## config.mk

```make
export PLATFORM = sky130hd
export DESIGN_NAME = bert_core
export DESIGN_NICKNAME = d
export VERILOG_FILES = /design/src/inc/bert_pkg.sv /design/src/logic/pattern_gen.sv /design/src/logic/bert_core.sv
export SDC_FILE = /design/constraint.sdc
export NUM_CORES = 1
export LEC_CHECK = 0
export ABC_AREA = 1
export BUFFER_PORTS_ARGS = -buffer_cell sky130_fd_sc_hd__buf_2
export CAP_MARGIN = 20
export CORE_ASPECT_RATIO = 1.75
export CORE_UTILIZATION = 55
export DETAILED_ROUTE_END_ITERATION = 10
export PLACE_DENSITY = 0.76
export SYNTH_ARGS = -nofsm -noshare
export SYNTH_HDL_FRONTEND = slang
export SYNTH_SLANG_ARGS = --single-unit
```

## constraint.sdc

```tcl
create_clock -name MCLK -period 3.3 [get_ports MCLK]
set_input_delay 0.33 -clock MCLK [delete_from_list [all_inputs] [get_ports MCLK]]
set_output_delay 0.33 -clock MCLK [all_outputs]
set_load 0.02 [all_outputs]
```

## src/inc/bert_pkg.sv

```systemverilog
// constants, field layouts and types of the bit error rate tester
// assumes one 20 MHz datapath clock and an AXI4-Lite register slave
// How it works
// - pseudo-random polynomials x^n + x^y + 1, n up to 32, tap below n
// - repetitive patterns of 1 to 32 bits, any n-bit value
// - 24-bit error count and 32-bit bit count readable by software
// - errors inserted singly or one per 10^n bits, n 1 to 7 or off
// - single error from register write or manual input, chosen by configuration
// - patterns load only on a 0-to-1 change of the load bits
// - nonzero flag reads one while the error count is one or more
// - six mismatches in a 64-bit window drop sync and start resync
// - update event captures counts since last update and clears live counters
// - checker takes payload bits only; stream passes on unchanged
// - receive generator: 32-bit shift, feedback n xor y or bit n, output is feedback
// - transmit generator uses the same structure and feeds error insertion
// - quasi-random: feedback 17 xor 20, output one after 14 zero bits
// - pseudo and quasi-random feedback forced one when bits 1..31 are zero
// - pseudo-random sync loads 32 bits then needs 32 matching bits
// - repetitive sync searches each bit position, then needs 32 matches
// - automatic resync can be switched off
// - out-of-sync flag high whenever the sync machine is not in sync
// - mismatch counts error and bit, match counts bit only
// - no counting while out of sync
// - transmit generator preset with seed or pattern on a load
// - optional inversion of generated data ahead of overhead insertion
package bert_pkg;
	// ****************************************
	// register map
	// ****************************************
	localparam logic [7:0] CTRL_OFS = 8'h00;
	localparam logic [7:0] PCFG_OFS = 8'h04;
	localparam logic [7:0] SEED_OFS = 8'h08;
	localparam logic [7:0] RATE_OFS = 8'h0C;
	localparam logic [7:0] STAT_OFS = 8'h10;
	localparam logic [7:0] BITS_OFS = 8'h14;
	localparam logic [7:0] ERRS_OFS = 8'h18;
	localparam int CB_EN = 0;
	localparam int CB_TXL = 1;
	localparam int CB_RXL = 2;
	localparam int CB_SERR = 3;
	localparam int CB_LOCAL_MONITOR_UPDATE = 4;
	localparam int CB_TINV = 5;
	localparam int CB_RINV = 6;
	localparam int CB_PSRC = 7;
	localparam int CB_ARDIS = 8;
	localparam int PC_LEN = 0;
	localparam int PC_TAP = 8;
	localparam int PC_PTS = 16;
	localparam int PC_QUASI_RANDOM_MODE = 17;
	localparam logic [1:0] RESP_OKAY = 2'h0;
	localparam logic [1:0] RESP_SLVERR = 2'h2;
	// ****************************************
	// pattern and sync constants
	// ****************************************
	localparam int QR_TAP_A = 16;
	localparam int QR_TAP_B = 19;
	localparam int QR_ZRUN = 14;
	localparam logic [4:0] SYNC_LAST = 5'h1F;
	localparam logic [5:0] WIN_LAST = 6'h3F;
	localparam logic [2:0] RESYNC_ERRS = 3'h6;
	typedef struct packed {
		logic rep;
		logic quasi_random_mode;
		logic [4:0] tap;
		logic [4:0] len;
	} pat_cfg_s;
	typedef enum logic [2:0] {
		RX_HUNT = 3'h1,
		RX_VERIFY = 3'h2,
		RX_SYNC = 3'h4
	} rx_st_e;
	// terminal count of one error per 10^n bits
	function automatic logic [23:0] rate_last(input logic [2:0] n);
		unique case (n)
			3'h1: rate_last = 24'h000009;
			3'h2: rate_last = 24'h000063;
			3'h3: rate_last = 24'h0003E7;
			3'h4: rate_last = 24'h00270F;
			3'h5: rate_last = 24'h01869F;
			3'h6: rate_last = 24'h0F423F;
			3'h7: rate_last = 24'h98967F;
			default: rate_last = 24'hFFFFFF;
		endcase
	endfunction : rate_last
endpackage : bert_pkg

```

## src/logic/pattern_gen.sv

```systemverilog
// 32-bit pattern shift generator, shared by both directions
// assumes the caller steps it once per payload bit
`timescale 1ns/1ns
module pattern_gen (
	// clock and reset
	input wire logic clk,
	input wire logic rst,
	// configuration
	input wire bert_pkg::pat_cfg_s cfg,
	input wire logic [31:0] seed,
	// control
	input wire logic preset,
	input wire logic step,
	input wire logic use_data,
	input wire logic data_in,
	// result
	output logic out_bit,
	output logic [31:0] sr
);
	import bert_pkg::*;
	typedef struct packed {
		logic [31:0] sr;
	} gen_s;
	gen_s st;
	gen_s nxt;
	logic fb;
	always_comb begin
		nxt = st;
		if (cfg.rep) begin
			fb = st.sr[cfg.len];
		end else if (cfg.quasi_random_mode) begin
			fb = st.sr[QR_TAP_A] ^ st.sr[QR_TAP_B];
		end else begin
			fb = st.sr[cfg.len] ^ st.sr[cfg.tap];
		end
		if (!cfg.rep && st.sr[30:0] == 31'h0) begin
			fb = 1'b1;
		end
		out_bit = fb | (cfg.quasi_random_mode & ~cfg.rep & (st.sr[QR_ZRUN-1:0] == 14'h0));
		if (preset) begin
			nxt.sr = seed;
		end else if (step) begin
			nxt.sr = {st.sr[30:0], use_data ? data_in : fb};
		end
	end
	always_ff @(posedge clk) begin
		if (rst) begin
			st <= '0;
		end else begin
			st <= nxt;
		end
	end
	assign sr = st.sr;
endmodule : pattern_gen

```

## src/logic/bert_core.sv

```systemverilog
// bit error rate tester: transmit pattern, error insertion, receive sync and counts
// assumes payload strobes from the framer datapath and an AXI4-Lite master
//
// Chosen here: register access over AXI4-Lite and the address map.
`timescale 1ns/1ns
module bert_core (
	// clock and reset
	input wire logic MCLK,
	input wire logic RESET,
	// axi write address and data
	input wire logic AWVALID,
	output logic AWREADY,
	input wire logic [7:0] AWADDR,
	input wire logic WVALID,
	output logic WREADY,
	input wire logic [31:0] WDATA,
	input wire logic [3:0] WSTRB,
	// axi write response
	output logic BVALID,
	input wire logic BREADY,
	output logic [1:0] BRESP,
	// axi read
	input wire logic ARVALID,
	output logic ARREADY,
	input wire logic [7:0] ARADDR,
	output logic RVALID,
	input wire logic RREADY,
	output logic [31:0] RDATA,
	output logic [1:0] RRESP,
	// transmit payload
	input wire logic TX_PAYLOAD_EN,
	output logic TX_DATA_OUT,
	output logic TX_DATA_VALID,
	input wire logic MANUAL_ERROR_INSERT_IN,
	// receive payload
	input wire logic RX_PAYLOAD_EN,
	input wire logic RX_DATA_IN,
	output logic RX_BACKPLANE_DATA,
	// monitor
	input wire logic MONITOR_UPDATE_EVENT,
	output logic OUT_OF_SYNC_FLAG,
	output logic ERROR_COUNT_NONZERO_FLAG
);
	import bert_pkg::*;
	// ****************************************
	// state
	// ****************************************
	typedef struct packed {
		logic tester_enable;
		logic tx_pattern_load;
		logic rx_pattern_load;
		logic tx_pattern_invert;
		logic rx_pattern_invert;
		logic pin_source;
		logic resync_off;
		pat_cfg_s cfg;
		logic [31:0] seed;
		logic [2:0] rate;
		logic awrdy;
		logic aw_got;
		logic [7:0] aw_addr;
		logic wrdy;
		logic w_got;
		logic [31:0] wdata;
		logic [3:0] wstrb;
		logic bvalid;
		logic [1:0] bresp;
		logic arrdy;
		logic rvalid;
		logic [31:0] rdata;
		logic [1:0] rresp;
		logic err_pend;
		logic pin_d;
		logic [23:0] rate_cnt;
		logic tx_bit;
		logic tx_vld;
		rx_st_e rx_st;
		logic [4:0] cnt;
		logic [5:0] win;
		logic [2:0] werr;
		logic [31:0] bit_cnt;
		logic [23:0] err_cnt;
		logic [31:0] bit_hold;
		logic [23:0] err_hold;
		logic nz;
		logic out_of_sync_flag;
		logic thru;
	} state_s;
	state_s st;
	state_s nxt;
	// byte-lane merge of a register write
	function automatic logic [31:0] merge(input logic [31:0] cur, input logic [31:0] wd, input logic [3:0] sb);
		logic [31:0] r;
		r = cur;
		for (int i = 0; i < 4; i++) begin
			if (sb[i]) begin
				r[i*8 +: 8] = wd[i*8 +: 8];
			end
		end
		return r;
	endfunction : merge
	// generator links
	logic tx_preset;
	logic tx_step;
	logic tx_out;
	logic [31:0] tx_sr;
	logic rx_step;
	logic rx_use;
	logic rx_d;
	logic rx_out;
	logic [31:0] rx_sr;
	// helpers
	logic [31:0] cw;
	logic [31:0] mask;
	logic serr_wr;
	logic upd;
	logic rxl_rise;
	logic req;
	logic hit;
	logic ins;
	logic mis;
	logic bit_inc;
	logic err_inc;
	pattern_gen u_tx_gen (
		.clk(MCLK),
		.rst(RESET),
		.cfg(st.cfg),
		.seed(st.seed),
		.preset(tx_preset),
		.step(tx_step),
		.use_data(1'b0),
		.data_in(1'b0),
		.out_bit(tx_out),
		.sr(tx_sr)
	);
	pattern_gen u_rx_gen (
		.clk(MCLK),
		.rst(RESET),
		.cfg(st.cfg),
		.seed(st.seed),
		.preset(1'b0),
		.step(rx_step),
		.use_data(rx_use),
		.data_in(rx_d),
		.out_bit(rx_out),
		.sr(rx_sr)
	);
	always_comb begin
		nxt = st;
		tx_preset = 1'b0;
		tx_step = 1'b0;
		rx_step = 1'b0;
		rx_use = 1'b0;
		serr_wr = 1'b0;
		upd = MONITOR_UPDATE_EVENT;
		rxl_rise = 1'b0;
		cw = 32'h0;
		// ****************************************
		// axi write
		// ****************************************
		if (AWVALID && st.awrdy) begin
			nxt.aw_got = 1'b1;
			nxt.aw_addr = AWADDR;
		end
		if (WVALID && st.wrdy) begin
			nxt.w_got = 1'b1;
			nxt.wdata = WDATA;
			nxt.wstrb = WSTRB;
		end
		if (st.bvalid && BREADY) begin
			nxt.bvalid = 1'b0;
		end
		if (st.aw_got && st.w_got && !st.bvalid) begin
			nxt.aw_got = 1'b0;
			nxt.w_got = 1'b0;
			nxt.bvalid = 1'b1;
			nxt.bresp = RESP_OKAY;
			unique case (st.aw_addr)
				CTRL_OFS: begin
					cw = merge({23'h0, st.resync_off, st.pin_source, st.rx_pattern_invert,
						st.tx_pattern_invert, 2'h0, st.rx_pattern_load, st.tx_pattern_load,
						st.tester_enable}, st.wdata, st.wstrb);
					nxt.tester_enable = cw[CB_EN];
					nxt.tx_pattern_load = cw[CB_TXL];
					nxt.rx_pattern_load = cw[CB_RXL];
					nxt.tx_pattern_invert = cw[CB_TINV];
					nxt.rx_pattern_invert = cw[CB_RINV];
					nxt.pin_source = cw[CB_PSRC];
					nxt.resync_off = cw[CB_ARDIS];
					serr_wr = cw[CB_SERR];
					upd = upd | cw[CB_LOCAL_MONITOR_UPDATE];
					tx_preset = cw[CB_TXL] & ~st.tx_pattern_load & cw[CB_EN];
					rxl_rise = cw[CB_RXL] & ~st.rx_pattern_load & cw[CB_EN];
				end
				PCFG_OFS: begin
					cw = merge({14'h0, st.cfg.quasi_random_mode, st.cfg.rep, 3'h0, st.cfg.tap, 3'h0, st.cfg.len},
						st.wdata, st.wstrb);
					nxt.cfg.len = cw[PC_LEN +: 5];
					nxt.cfg.tap = cw[PC_TAP +: 5];
					nxt.cfg.rep = cw[PC_PTS];
					nxt.cfg.quasi_random_mode = cw[PC_QUASI_RANDOM_MODE];
				end
				SEED_OFS: begin
					nxt.seed = merge(st.seed, st.wdata, st.wstrb);
				end
				RATE_OFS: begin
					cw = merge({29'h0, st.rate}, st.wdata, st.wstrb);
					nxt.rate = cw[2:0];
					nxt.rate_cnt = 24'h0;
				end
				STAT_OFS, BITS_OFS, ERRS_OFS: begin
				end
				default: begin
					nxt.bresp = RESP_SLVERR;
				end
			endcase
		end
		nxt.awrdy = ~nxt.aw_got;
		nxt.wrdy = ~nxt.w_got;
		// ****************************************
		// axi read
		// ****************************************
		if (st.rvalid && RREADY) begin
			nxt.rvalid = 1'b0;
		end
		if (ARVALID && st.arrdy) begin
			nxt.rvalid = 1'b1;
			nxt.rresp = RESP_OKAY;
			unique case (ARADDR)
				CTRL_OFS: nxt.rdata = {23'h0, st.resync_off, st.pin_source, st.rx_pattern_invert,
					st.tx_pattern_invert, 2'h0, st.rx_pattern_load, st.tx_pattern_load, st.tester_enable};
				PCFG_OFS: nxt.rdata = {14'h0, st.cfg.quasi_random_mode, st.cfg.rep, 3'h0, st.cfg.tap, 3'h0, st.cfg.len};
				SEED_OFS: nxt.rdata = st.seed;
				RATE_OFS: nxt.rdata = {29'h0, st.rate};
				STAT_OFS: nxt.rdata = {30'h0, st.out_of_sync_flag, st.nz};
				BITS_OFS: nxt.rdata = st.bit_hold;
				ERRS_OFS: nxt.rdata = {8'h0, st.err_hold};
				default: begin
					nxt.rdata = 32'h0;
					nxt.rresp = RESP_SLVERR;
				end
			endcase
		end
		nxt.arrdy = ~nxt.rvalid;
		// ****************************************
		// transmit
		// ****************************************
		// pin requests act on the rising edge, so a held pin gives one error
		nxt.pin_d = MANUAL_ERROR_INSERT_IN;
		// a source written together with a request already governs that request
		req = nxt.pin_source ? (MANUAL_ERROR_INSERT_IN & ~st.pin_d) : serr_wr;
		tx_step = TX_PAYLOAD_EN & st.tester_enable & ~tx_preset;
		hit = (st.rate != 3'h0) && (st.rate_cnt == rate_last(st.rate));
		ins = tx_step & (st.err_pend | hit);
		nxt.tx_vld = tx_step;
		if (tx_step) begin
			nxt.tx_bit = tx_out ^ ins ^ st.tx_pattern_invert;
			nxt.rate_cnt = hit ? 24'h0 : st.rate_cnt + 24'h1;
		end
		// a request in the cycle of an insertion survives to the next bit
		nxt.err_pend = (st.err_pend & ~(tx_step & st.err_pend)) | req;
		// ****************************************
		// receive
		// ****************************************
		nxt.thru = RX_DATA_IN;
		rx_d = RX_DATA_IN ^ st.rx_pattern_invert;
		mis = rx_out != rx_d;
		bit_inc = 1'b0;
		mask = 32'hFFFFFFFF >> (5'h1F - st.cfg.len);
		if (RX_PAYLOAD_EN && st.tester_enable) begin
			rx_step = 1'b1;
			unique case (st.rx_st)
				RX_HUNT: begin
					rx_use = 1'b1;
					nxt.cnt = st.cnt + 5'h1;
					if (st.cfg.rep) begin
						if ((({rx_sr[30:0], rx_d} ^ st.seed) & mask) == 32'h0) begin
							nxt.rx_st = RX_VERIFY;
							nxt.cnt = 5'h0;
						end
					end else if (st.cnt == SYNC_LAST) begin
						nxt.rx_st = RX_VERIFY;
					end
				end
				RX_VERIFY: begin
					nxt.cnt = st.cnt + 5'h1;
					if (mis) begin
						nxt.rx_st = RX_HUNT;
						nxt.cnt = 5'h0;
					end else if (st.cnt == SYNC_LAST) begin
						nxt.rx_st = RX_SYNC;
						nxt.win = 6'h0;
						nxt.werr = 3'h0;
					end
				end
				RX_SYNC: begin
					bit_inc = 1'b1;
					nxt.win = st.win + 6'h1;
					nxt.werr = st.werr + {2'h0, mis};
					if (st.win == WIN_LAST) begin
						nxt.werr = 3'h0;
					end
					if (st.werr + {2'h0, mis} >= RESYNC_ERRS && !st.resync_off) begin
						nxt.rx_st = RX_HUNT;
						nxt.cnt = 5'h0;
					end
				end
				default: begin
					nxt.rx_st = RX_HUNT;
					nxt.cnt = 5'h0;
				end
			endcase
		end
		if (rxl_rise || !st.tester_enable) begin
			nxt.rx_st = RX_HUNT;
			nxt.cnt = 5'h0;
		end
		err_inc = bit_inc & mis;
		if (upd) begin
			nxt.bit_hold = st.bit_cnt;
			nxt.err_hold = st.err_cnt;
			nxt.bit_cnt = {31'h0, bit_inc};
			nxt.err_cnt = {23'h0, err_inc};
		end else begin
			nxt.bit_cnt = st.bit_cnt + {31'h0, bit_inc};
			nxt.err_cnt = st.err_cnt + {23'h0, err_inc};
		end
		nxt.nz = nxt.err_hold != 24'h0;
		nxt.out_of_sync_flag = nxt.rx_st != RX_SYNC;
	end
	always_ff @(posedge MCLK) begin
		if (RESET) begin
			st <= '0;
			st.rx_st <= RX_HUNT;
			st.out_of_sync_flag <= 1'b1;
		end else begin
			st <= nxt;
		end
	end
	// ****************************************
	// outputs
	// ****************************************
	assign AWREADY = st.awrdy;
	assign WREADY = st.wrdy;
	assign BVALID = st.bvalid;
	assign BRESP = st.bresp;
	assign ARREADY = st.arrdy;
	assign RVALID = st.rvalid;
	assign RDATA = st.rdata;
	assign RRESP = st.rresp;
	assign TX_DATA_OUT = st.tx_bit;
	assign TX_DATA_VALID = st.tx_vld;
	assign RX_BACKPLANE_DATA = st.thru;
	assign OUT_OF_SYNC_FLAG = st.out_of_sync_flag;
	assign ERROR_COUNT_NONZERO_FLAG = st.nz;
endmodule : bert_core

```

==> results.toml <==
[timing]
worst_slew_pin_slew_ns = 1.04
final_max_slew_viol_count = 0
setup_ws_ns = -0.425
final_hold_viol_count = 0
max_freq_ghz = 0.268
fin_skew_ns = 0.0245
final-setup-viol-count = 12
holdWs_ns = 0.0241
slew-limit-headroom_pct = 30.3
period_needed_ns = 3.73
rsz0062_at_grt = "yes"
post-route-period-util_pct = 113

[route]
post_drt_wl_per_cell_um = 20.5
firstDrtPassIters = 10
dr_total_vias = 18924
ant_nets = 0
drc = 6
drt-vias-per-instance = 5.90
drtIter0Drc = 1518
routed_wl_mm = 65.9

[layout]
antenna_cells = 0
drive_gt1_share_pct = 17.3
multi_input_area_um2 = 9040
nFillCells = 2798
syn2layout_area_growth_pct = 19.3
area.sequential_um2 = 7280
fin_nets = 2859
fin_cells = 3207

[synth]
synth_warnings = 0
ys_seq_elements = 363
synth-edff-count = 0
synth_common_cells = "461 x nand2_1, 363 x dfxtp_1, 325 x inv_1, 303 x o21ai_0, 296 x nor2_1"
yosys-top-cells-area = "dfxtp_1 41%, nand2_1 9.7%, o21ai_0 8.5%"
ys_seq_area_share_pct = 40.6
syn_area_per_cell_um2 = 6.87
synth_top_cell_area_share_pct = 40.6
synthFlopType = "dfxtp_1"
yosysUniqueCellTypes = 54
synthesis.area_um2 = 17900
syn_inst = 2605
async_flop_share_pct = 0
yosysMostFrequentCell = "nand2_1"
synth_area_leader_cell = "dfxtp_1"

[critical_path]
max_stage_delay_ns = 0.44
path_max_fanout = 5
worst-path-stages = 33
cp-startpoint = "st[282]"
cp-end-kind = "flop"
critical_path_buf_inv_count = 5
cp_top_family = "simple AND/OR/NAND/NOR gates"
rrSetupSlack_ns = -0.43
critPathLaunchType = "flop"
critPathArrivalTime_ns = 4.16
cp.required_ns = 3.74
r2r-end = "st[81]"
cpMostUsedCell = "nand2_2"
timing.rr.start = "st[282]"
reg2reg_depth = 33
cp-endpoint = "st[81]"
crit_type = "reg -> reg"
cp_slowest_cell = "dfxtp_4"

[cts]
clkLatencyLatePin_ns = 0.57
clock_sink_count = 363
cts_buffers = 36
clk_root_buffer_cell = "clkbuf_16"
clkSlewWorstSetupHoldPaths_ns = 0.06
clockBufferDepth = 3
cts_tree = "built"
htreeDepth = 2

[grt]
grt_pass1_vias = 18162
antenna_found_initial = 0
overflow = 0
grt_start_max_net_pins = 56
grtUsageTotal_pct = 38.9
grt_pass1_wl_mm = 99.2

[placed_design]
portBuffers = 107
hpwl_mm = 48.1
gp_congestion = 1.02
dp.cells = 3111
place_ws_ns = -0.491

[die]
io_pins = 110
die-height_um = 241
start_util_pct = 55.8
die_x_um = 138
rows = 87
core-area_um2 = 32100
dieArea_um2 = 33300

[power_and_ir_drop]
clockPowerShare_pct = 45.7
p_sw_share_pct = 23.8
leakage_nw = 8.63
p_comb_share_pct = 4.6
power-per-cell-area_nw_per_um2 = 423
p_switching_mw = 2.15
p_seq_share_pct = 49.7
ir_drop_uv = 508
intPower_mw = 6.88

[outcome]
status = "finished with violations"
violations = "DRC, setup timing"

[run]
drv_cap = 0

[min_path]
hold_path_class = "in -> reg"
## worst min-delay path by stage
stage	start	cells after the start	endpoint	slack, ns
4_1_cts	RX_DATA_IN	3	RX_BACKPLANE_DATA	0.02
2_1_floorplan	st[158]	1	st[159]	0.40
6_report	RX_DATA_IN	3	RX_BACKPLANE_DATA	0.02
5_1_grt	AWADDR[1]	3	st[238]	0.04
3_5_place_dp	st[158]	1	st[159]	0.43
3_3_place_gp	st[158]	1	st[159]	0.41
## routing by layer
layer,wire length (um),vias up,global-route usage (%),share of wire (%)
li1,-,8907,-,-
met1,22500,8840,39.6,34
met2,32600,847,70.0,49
met3,4100,330,5.48,6.2
met4,6680,0,34.4,10
met5,0,-,0,0
## flip-flops by register name (all words and copies together), names as in the netlist
register	cells
RVALID	1
ARREADY	1
BVALID	1
RDATA	32
u_tx_gen.sr	32
st	255
TX_DATA_OUT	1
WREADY	1
TX_DATA_VALID	1
AWREADY	1
RX_BACKPLANE_DATA	1
u_rx_gen.sr	32
BRESP	1
ERROR_COUNT_NONZERO_FLAG	1
RRESP	1
OUT_OF_SYNC_FLAG	1
## layout by cell type (no fill, tap or decap), types with 15 or more instances in the layout
cell	instances
buf_2	107
xor2_1	34
nand2_2	26
dfxtp_1	357
nor2_1	277
nor2_2	18
nor3_1	42
clkbuf_16	38
o22ai_1	78
nand4_1	36
inv_2	15
buf_4	167
nand2_1	438
a21oi_1	198
nand3_2	17
inv_1	319
nor2_4	15
o21ai_0	299
nor4_1	16
nand3_1	114
## cell type report
cell class,instances,share of cell area [%]
Clock inverter,10,0.621
Clock buffer,50,4.74
Inverter,342,6.09
Sequential cell,363,34.1
Timing Repair Buffer,292,9.77
Tap cell,400,2.34
Multi-Input combinational cell,1750,42.3
## stage by stage
| step | utilization (%) | power, mW | TNS [ns] | area [um^2] |
|---|---|---|---|---|
| CTS | 64.9 | 9.04 | -1.74 | 20900 |
| global placement | 60.5 | 4.97 | -2.57 | 19400 |
| finish | 66.5 | 9.04 | -3.16 | 21400 |
| global route | 66.5 | 9.25 | -6.83 | 21400 |
| detailed placement | 60.5 | 4.98 | -3.80 | 19400 |
| floorplan | - | 4.82 | -0.0167 | 18000 |
## kinds of logic (layout without fill, tap and decap cells)
family / after synthesis / in the layout / synth area share, %
xor+xnor: 45 / 45 / 2.20
other cells: 1 / 2 / 0.0209
compound gates: 650 / 650 / 19.7
simple gates: 1038 / 1038 / 25.0
mux: 5 / 5 / 0.280
buf+inv: 493 / 694 / 11.5
flops: 363 / 363 / 40.6
fa+ha+maj: 10 / 10 / 0.699
## worst min-delay path: cells and delay by family
family	cells	cell delay, ns
buffers and inverters	2	0.17
and+or+nand+nor	1	0.03
## what timing repair did
action / in CTS / in global routing
gates cloned: 0 / 3
setup buffers: 18 / 19
endpoints found under the hold margin: 1 / 0
setup endpoints to repair: 13 / 24
pin swaps: 12 / 45
gates resized for setup: 37 / 86
hold buffers: 1 / 0
## power by group through the flow
stage               clock network [mW]  registers, mW  logic (mW)
finish                            4.13           4.49       0.416
global route                      4.31           4.49       0.456
CTS                               4.15           4.49       0.399
detailed placement                   0           4.59       0.394
global placement                     0           4.59       0.388
floorplan                            0           4.57       0.247
Power figures use the tool's default switching activity.
